File: config.mk
export PLATFORM = sky130hd
export DESIGN_NAME = sbt_timer
export DESIGN_NICKNAME = d
export VERILOG_FILES = /design/src/hw/sbt_pkg.sv /design/src/hw/sbt_timer.sv
export VERILOG_INCLUDE_DIRS = /design/src /design/src/hw
export SDC_FILE = /design/constraint.sdc
export NUM_CORES = 1
export LEC_CHECK = 0
export ABC_AREA = 1
export BUFFER_PORTS_ARGS = -buffer_cell sky130_fd_sc_hd__buf_4
export CAP_MARGIN = 20
export CORE_ASPECT_RATIO = 0.9
export CORE_UTILIZATION = 54
export DETAILED_ROUTE_END_ITERATION = 6
export GPL_TIMING_DRIVEN = 0
export PLACE_DENSITY = 0.83
export SKIP_LAST_GASP = 1
export SLEW_MARGIN = 25
export SYNTH_ARGS = -nofsm -noshare
export SYNTH_HDL_FRONTEND = slang
export SYNTH_SLANG_ARGS = --single-unit
export TNS_END_PERCENT = 1
File: constraint.sdc
create_clock -name sys_clk -period 3.15 [get_ports sys_clk]
set_input_delay 0.315 -clock sys_clk [delete_from_list [all_inputs] [get_ports sys_clk]]
set_output_delay 0.315 -clock sys_clk [all_outputs]
set_load 0.01 [all_outputs]
File: src/hw/sbt_map.svh
// Purpose: register offsets, field positions, reset values and timing counts of the 16-bit capture timer
// Assumes: byte-wide registers, each in one aligned Avalon word
// Notes: byte address is four times the low six bits of the register index
`ifndef SBT_MAP_SVH
`define SBT_MAP_SVH
`define SBT_IDX_CNT_HIGH 8'hf6
`define SBT_IDX_CNT_LOW 8'hf7
`define SBT_IDX_REF_HIGH 8'hf8
`define SBT_IDX_REF_LOW 8'hf9
`define SBT_IDX_CONTROL 8'hfa
`define SBT_IDX_IRQ_STATUS 8'hfb
`define SBT_IDX_IRQ_MASK 8'hfc
`define SBT_CTL_CLKSEL_HI 7
`define SBT_CTL_CLKSEL_LO 6
`define SBT_CTL_MODE_HI 5
`define SBT_CTL_MODE_LO 4
`define SBT_CTL_CLEAR 3
`define SBT_CTL_OVF_EN 2
`define SBT_CTL_MC_EN 1
`define SBT_CTL_MC_PEND 0
`define SBT_CTL_RESET 8'h00
`define SBT_REF_RESET 16'h0000
`define SBT_ST_OVF 0
`define SBT_ST_MC 1
`define SBT_DIV4 4
`define SBT_DIV8 8
`define SBT_DIV16 16
`endif

File: src/hw/sbt_pkg.sv
// Purpose: types of the 16-bit capture timer
// Assumes: constants come from sbt_map.svh
// Notes: one packed state struct per module
package sbt_pkg;
    typedef enum logic [1:0] {
        sbt_clk_div4,
        sbt_clk_div8,
        sbt_clk_div16,
        sbt_clk_carrier
    } sbt_clksel_t;
    typedef enum logic [1:0] {
        sbt_mode_interval,
        sbt_mode_cap_rise,
        sbt_mode_cap_fall,
        sbt_mode_cap_both
    } sbt_mode_t;
    typedef enum logic [1:0] {
        sbt_bus_idle,
        sbt_bus_answer
    } sbt_bus_t;
    typedef struct packed {
        sbt_clksel_t clksel;
        sbt_mode_t mode;
        logic ovf_en;
        logic mc_en;
        logic mc_pend;
    } sbt_ctl_t;
    typedef struct packed {
        sbt_ctl_t ctl;
        logic [15:0] count;
        logic [15:0] refval;
        logic [3:0] prescale;
        logic carrier_q;
        logic cap_q;
        logic [1:0] status;
        logic [1:0] mask;
        logic irq;
        logic ovf_req;
        logic mc_req;
        sbt_bus_t bus;
        logic waitreq;
        logic [31:0] rdata;
    } sbt_state_t;
endpackage

File: src/hw/sbt_timer.sv
// Purpose: 16-bit up timer with compare and capture, behind an Avalon-MM slave
// Assumes: capture pin and carrier flip-flop are synchronous to sys_clk
// Notes: overflow request is a one-cycle pulse, match/capture request a level while pending, to an outside controller
`timescale 1ns/100ps
`include "sbt_map.svh"

// Contract
// - one 16-bit up counter steps on each selected tick, feeds a comparator
// - tick is oscillator divided by 4, 8, 16 or the carrier flip-flop
// - reset clears control: divide by 4, interval mode, interrupts off
// - with overflow enabled, request overflow interrupt on a tick while the counter is all ones
// - after the overflow request the counter clears and keeps counting
// - writing one to the clear bit zeroes the counter; zero does nothing
// - interval mode raises match interrupt when count equals the reference
// - comparator match exists only in interval mode
// - on a match the counter clears and counts up from zero
// - capture modes raise interrupt on rising, falling or both pin edges
// - overflow request wins over match/capture request when both pend
// - separate enable bits for overflow and match/capture interrupts
// - pending bit reads one when set; software writes zero to clear
// - counter high and low bytes are read-only; writes ignored
// - reference high and low bytes are read/write, forming the compare value
module sbt_timer #(
    parameter int CNT_W = 16
) (
    input wire logic sys_clk,
    input wire logic rst,
    input wire logic [7:0] avs_address,
    input wire logic avs_read,
    input wire logic avs_write,
    input wire logic [31:0] avs_writedata,
    input wire logic [3:0] avs_byteenable,
    output logic [31:0] avs_readdata,
    output logic avs_waitrequest,
    input wire logic capture_input_pin,
    input wire logic carrier_ff,
    output logic overflow_event,
    output logic match_capture_req,
    output logic timer_interrupt_level
);
    sbt_pkg::sbt_state_t s_ff;
    sbt_pkg::sbt_state_t nxt_s;

    // only the low six index bits fit the 8-bit byte address
    localparam logic [7:0] ADR_CNT_HIGH = {6'(`SBT_IDX_CNT_HIGH), 2'b00};
    localparam logic [7:0] ADR_CNT_LOW = {6'(`SBT_IDX_CNT_LOW), 2'b00};
    localparam logic [7:0] ADR_REF_HIGH = {6'(`SBT_IDX_REF_HIGH), 2'b00};
    localparam logic [7:0] ADR_REF_LOW = {6'(`SBT_IDX_REF_LOW), 2'b00};
    localparam logic [7:0] ADR_CONTROL = {6'(`SBT_IDX_CONTROL), 2'b00};
    localparam logic [7:0] ADR_STATUS = {6'(`SBT_IDX_IRQ_STATUS), 2'b00};
    localparam logic [7:0] ADR_MASK = {6'(`SBT_IDX_IRQ_MASK), 2'b00};

    logic tick;
    logic cap_hit;
    logic match_hit;
    logic at_top;
    logic ctl_wr;
    logic [1:0] ev;

    assign avs_readdata = s_ff.rdata;
    assign avs_waitrequest = s_ff.waitreq;
    assign overflow_event = s_ff.ovf_req;
    assign match_capture_req = s_ff.mc_req;
    assign timer_interrupt_level = s_ff.irq;

    always_comb begin
        // prescaler is free running so every divided rate is a one-cycle pulse
        case (s_ff.ctl.clksel)
            sbt_pkg::sbt_clk_div4: tick = (s_ff.prescale[1:0] == 2'h3);
            sbt_pkg::sbt_clk_div8: tick = (s_ff.prescale[2:0] == 3'h7);
            sbt_pkg::sbt_clk_div16: tick = (s_ff.prescale == 4'hf);
            default: tick = carrier_ff & ~s_ff.carrier_q;
        endcase
        match_hit = tick && (s_ff.ctl.mode == sbt_pkg::sbt_mode_interval)
            && (s_ff.count == s_ff.refval);
        at_top = tick && (s_ff.count[CNT_W-1:0] == {CNT_W{1'b1}});
        case (s_ff.ctl.mode)
            sbt_pkg::sbt_mode_cap_rise: cap_hit = capture_input_pin & ~s_ff.cap_q;
            sbt_pkg::sbt_mode_cap_fall: cap_hit = ~capture_input_pin & s_ff.cap_q;
            sbt_pkg::sbt_mode_cap_both: cap_hit = capture_input_pin ^ s_ff.cap_q;
            default: cap_hit = 1'b0;
        endcase
        ev = {match_hit | cap_hit, at_top};
        ctl_wr = avs_write && (s_ff.bus == sbt_pkg::sbt_bus_idle) && avs_byteenable[0]
            && (avs_address == ADR_CONTROL) ? 1'b1 : 1'b0;
    end

    always_comb begin
        nxt_s = s_ff;
        nxt_s.prescale = s_ff.prescale + 4'h1;
        nxt_s.carrier_q = carrier_ff;
        nxt_s.cap_q = capture_input_pin;
        if (at_top || match_hit) begin
            nxt_s.count = '0;
        end else if (tick) begin
            nxt_s.count = s_ff.count + 16'h0001;
        end
        nxt_s.waitreq = 1'b1;
        nxt_s.rdata = 32'h0000_0000;
        // one wait cycle: request taken in idle, answered next cycle
        case (s_ff.bus)
            sbt_pkg::sbt_bus_idle: begin
                if (avs_read || avs_write) begin
                    nxt_s.bus = sbt_pkg::sbt_bus_answer;
                    nxt_s.waitreq = 1'b0;
                end
                if (avs_read) begin
                    if (avs_address == ADR_CNT_HIGH) begin
                        nxt_s.rdata[7:0] = s_ff.count[15:8];
                    end else if (avs_address == ADR_CNT_LOW) begin
                        nxt_s.rdata[7:0] = s_ff.count[7:0];
                    end else if (avs_address == ADR_REF_HIGH) begin
                        nxt_s.rdata[7:0] = s_ff.refval[15:8];
                    end else if (avs_address == ADR_REF_LOW) begin
                        nxt_s.rdata[7:0] = s_ff.refval[7:0];
                    end else if (avs_address == ADR_CONTROL) begin
                        // clear bit always reads zero
                        nxt_s.rdata[7:0] = {s_ff.ctl.clksel, s_ff.ctl.mode, 1'b0,
                            s_ff.ctl.ovf_en, s_ff.ctl.mc_en, s_ff.ctl.mc_pend};
                    end else if (avs_address == ADR_STATUS) begin
                        nxt_s.rdata[1:0] = s_ff.status;
                    end else if (avs_address == ADR_MASK) begin
                        nxt_s.rdata[1:0] = s_ff.mask;
                    end else begin
                        nxt_s.rdata = 32'h0000_0000;
                    end
                end else if (avs_write && avs_byteenable[0]) begin
                    if (avs_address == ADR_REF_HIGH) begin
                        nxt_s.refval[15:8] = avs_writedata[7:0];
                    end else if (avs_address == ADR_REF_LOW) begin
                        nxt_s.refval[7:0] = avs_writedata[7:0];
                    end else if (avs_address == ADR_CONTROL) begin
                        nxt_s.ctl.clksel = sbt_pkg::sbt_clksel_t'(avs_writedata[7:6]);
                        nxt_s.ctl.mode = sbt_pkg::sbt_mode_t'(avs_writedata[5:4]);
                        nxt_s.ctl.ovf_en = avs_writedata[`SBT_CTL_OVF_EN];
                        nxt_s.ctl.mc_en = avs_writedata[`SBT_CTL_MC_EN];
                        if (avs_writedata[`SBT_CTL_CLEAR]) begin
                            nxt_s.count = '0;
                        end
                    end else if (avs_address == ADR_MASK) begin
                        nxt_s.mask = avs_writedata[1:0];
                    end
                end
            end
            default: begin
                nxt_s.bus = sbt_pkg::sbt_bus_idle;
            end
        endcase
        // capture wins over a software write to the reference in the same cycle
        if (cap_hit) begin
            nxt_s.refval = s_ff.count;
        end
        // pending clears only by writing zero; a new event in that cycle wins
        if (ctl_wr && !avs_writedata[`SBT_CTL_MC_PEND]) begin
            nxt_s.ctl.mc_pend = 1'b0;
        end
        if (ev[1]) begin
            nxt_s.ctl.mc_pend = 1'b1;
        end
        if (avs_write && (s_ff.bus == sbt_pkg::sbt_bus_idle) && avs_byteenable[0]
            && (avs_address == ADR_STATUS)) begin
            nxt_s.status = s_ff.status & ~avs_writedata[1:0];
        end
        nxt_s.status = nxt_s.status | ev;
        // requests gated by enables; overflow request suppresses the match/capture request in the same cycle
        nxt_s.ovf_req = s_ff.ctl.ovf_en && at_top;
        nxt_s.mc_req = nxt_s.ctl.mc_pend && s_ff.ctl.mc_en && !(s_ff.ctl.ovf_en && at_top);
        nxt_s.irq = |(nxt_s.status & s_ff.mask);
    end

    always_ff @(posedge sys_clk) begin
        if (rst) begin
            s_ff <= '0;
        end else begin
            s_ff <= nxt_s;
        end
    end
endmodule

==> results.md <==
- Routed via count divided by cell count: around 5.2
- Endpoint type of the worst setup path: register
- Synthesized-area fraction occupied by and/or/nand/nor cells: 30.68%
- Proportion of total power due to net switching: a little under a quarter
- Number of clock sinks seen by CTS: 62
- Core area: approximately 0.0067 sq mm
- Area contributors post-synth: dfxtp_1 (33%), nand2_1 (9.2%), inv_1 (7.0%)
- Number of synthesized flops with an enable pin: 0
- Worst hold margin: 0.1764 ns
- Post-CTS Hold Fix Bufs: 0
- Worst Path Arrival: 2.20 ns
- Synthesized area: roughly 0.0038 sq mm
- Worst hold path stage count: 3
- Non-filler instance count after layout: approximately 700
- Slowest stage cell on the critical path: dfxtp_1
- Leakage component of the power: 1.988 nW
- Post-DR wirelength/cell: about 15 um
- Metal3 WL: 1043 um
- RSZ-0062 raised after global routing: no
- Met1 routed wirelength after detailed routing: 4485 um
- Number of iterations in the first detailed-routing pass: 6
- Hold Path End: s_ff[43]
- Vias in the first global route: ~3200
- Area growth from synthesis to layout: 18.12%
- CTS Buf Count: 9
- Transition time at the pin with the least slew margin: between 0.5 and 0.6 ns
- Proportion of power drawn by the clock network: 46.6%
- Setup total negative slack: 0 ns
- Worst slew margin: 61.14%
- Xor and xnor area share after synthesis: 4.664%
- Final weighted congestion in routability-driven placement: about 0.94
- Status: completed
- Complex-gate fraction of the synthesized area: around an eighth
- Number of buffers between clock root and the deepest sink: 2
- Share of synthesized area occupied by flip-flops and latches: around 33%
- Iter 0 DRT Violations: 460
- Count of filler cells inserted in the layout: between 600 and 700
- Timing startpoint of the critical path: s_ff[44]
- Library cell occupying the most area in the post-synthesis netlist: dfxtp_1
- Primary FF master, synth: dfxtp_1
- Post-detail-place hpwl: 7767 um
- Antenna violations before repair: 0
- Overall overflow remaining after global route: 0
- Final ANT Viol Nets: 0
- Net count, final: 659
- Remaining design rule violation count: 0
- Peak supply drop: ~380 uV
- Diode count: 0
- Setup fix buffers added after clock tree synthesis: 0
- Proportion of synthesized flip-flops having asynchronous set or reset: 0%
- Worst setup path class: register to register
- Synth Warn #: 0
- Ranking of synthesized cells by instance count: nand2_1 (92), inv_1 (70), dfxtp_1 (62)
- Crit path time final: ~2.0 ns
- Switching power: ~420 uW
- First-pass GRT wire length: ~16000 um
- Die Span X: approximately 90 um
- Share of cells above drive strength 1: approximately 22%
- Average size of a mapped cell: 6.995 sq um
- Total wirelength of the detailed-routed design: 10210 um
- TritonCTS clock tree: built
- Overall Global Routing Usage: 29.49%
- Dpl cells: ~680
- Post-Synth Adder-Cell Area: under 10%
- Final setup skew: around 0.0074 ns
- Clk pin slew, worst setup/hold paths: 0.07 ns
- Part of the total power dissipated in sequential elements: between 40% and 50%
- Count of buffers from port buffering: 33
- Startpoint of the tightest hold check path: carrier_ff
- MaxCap Viol Count: 0
- Final setup viols: 0
- Pwr dens: 403.2 mW/mm^2
- Placement Rows: 28
- Required time of the critical path: between 3 and 4 ns
- Pin count of the biggest net entering global routing: 11
- Class of the worst hold path: input port to register
- Placed cell areas: approximately 0.0042 sq mm
- Routed vias: 3637
- FF-to-FF Start: s_ff[44]
- Clock latency on the worst-skew pair: 0.35 ns
- Clock Tree Root: clkbuf_8
- Most repeated library cell on the critical path: nor2_1
- Amount of wire on met2 after detailed routing: ~4500 um
- Final clock period utilization by the worst path: between 60% and 70%
- Library cell with the highest instance count after synthesis: nand2_1
- Kind of start point of the critical path: register
- Die H: 81.12 um
- Fmax achieved: between 500 and 600 MHz
- Number of synthesized register bits: 62
- Post-synth cell types: 41
- Starting Density: 56.43%
- # resized after CTS: 0
- Largest stage delay, worst path: approximately 0.36 ns
- H-tree depth reported by CTS: 3
- Internal Power: between 1 and 1.5 mW
- Share of synthesized area spent on multiplexers: 0%
- Combinational family with the most area after synthesis: simple AND/OR/NAND/NOR gates
- Top Ports: 86
- Max-slew violation count: 0
- Fraction of synthesized cell area taken by the top area cell type: 33.04%
- Total die area: between 0.007 and 0.008 sq mm
- Reg-to-reg setup timing slack: about 1.2 ns
- Combinational power share: 8.5%
- Worst R2R Path Depth: 11
- Highest metal used: met4
- CP Max Fanout: 4
- Worst R2R End: s_ff[77]
- Gate Count Post-Synth: 537
- Post-layout instance area: 0.004437 sq mm
- Crit path cell chain: ha_1 > ha_1 > inv_1 > nand3_1 > nand2_1 > inv_2 > nand4_1 > nor2_1 > nand4_1 > nor2_1 > nor2_1
- Final Hold Violating Endpoints: 0
per-stage QoR:
stage | setup WS (ns) | util (%) | power, mW
3_5_place_dp | 1.148 | 63.14 | 0.9700
5_1_grt | 1.048 | 66.65 | 1.845
2_1_floorplan | 1.463 | - | 0.9238
3_3_place_gp | 1.186 | 63.14 | 0.9678
6_report | 1.195 | 66.65 | 1.789
4_1_cts | 1.196 | 66.65 | 1.795
cells in the final DEF, fill, tap and decap left out, types with 7 or more instances in the layout:
master	netlist	routed
o21ai_0	32	32
a21oi_1	48	48
nand3_1	31	31
xor2_1	13	13
conb_1	1	24
nand2_1	92	92
nor3_1	16	16
dfxtp_1	62	62
inv_2	9	9
xnor2_1	7	7
nor2_4	13	13
inv_1	70	70
nor2_1	52	52
buf_4	33	66
clkbuf_8	0	12
power groups by stage:
stage | logic, mW | clock network, mW | registers, mW
after floorplan | 0.106 | 0 | 0.817
after global routing | 0.167 | 0.876 | 0.802
after CTS | 0.151 | 0.842 | 0.801
after global placement | 0.149 | 0 | 0.819
after detailed placement | 0.151 | 0 | 0.819
final | 0.153 | 0.834 | 0.802
critical path: cells and delay by family, from the launching register on:
kind                     cells  cell delay (ns)
AND/OR/NAND/NOR              7             1.01
flip-flops                   1             0.36
adder cells (fa/ha/maj)      2             0.32
buffers and inverters        2             0.15
how the worst max path moves through the flow:
stage | endpoint | slack [ns]
after floorplan | s_ff[67] | 1.46
after global placement | s_ff[59] | 1.19
after detailed placement | s_ff[59] | 1.15
after CTS | s_ff[76] | 1.20
after global routing | s_ff[77] | 1.05
final | s_ff[77] | 1.20
registers in the layout, indices dropped and copies added (netlist names):
name	count
avs_waitrequest	1
overflow_event	1
s_ff	50
match_capture_req	1
avs_readdata	8
timer_interrupt_level	1
cell families after synthesis:
group	Yosys count
AOI/OAI and AO/OA	93
xor gates and xnor gates	20
adders and majority gates	5
buffers and inverters	127
DFF	62
other	1
and+or+nand+nor	229
per-layer routing:
metal	global-route usage, %	vias to the layer above
met5	0	-
met4	13.39	0
met3	7.491	17
met2	46.23	210
met1	38.65	1625
li1	-	1785
final cells by class:
type / count / area, sq um / area share, %
Multi-Input combinational cell: 371 / 1974 / 44.50
Sequential cell: 62 / 1241 / 27.98
Buffer: 45 / 316.6 / 7.135
Inverter: 82 / 310.3 / 6.994
Timing Repair Buffer: 33 / 247.7 / 5.584
Clock buffer: 13 / 168.9 / 3.807
Tap cell: 90 / 112.6 / 2.538
Clock inverter: 3 / 65.06 / 1.466
Power figures use the tool's default switching activity.
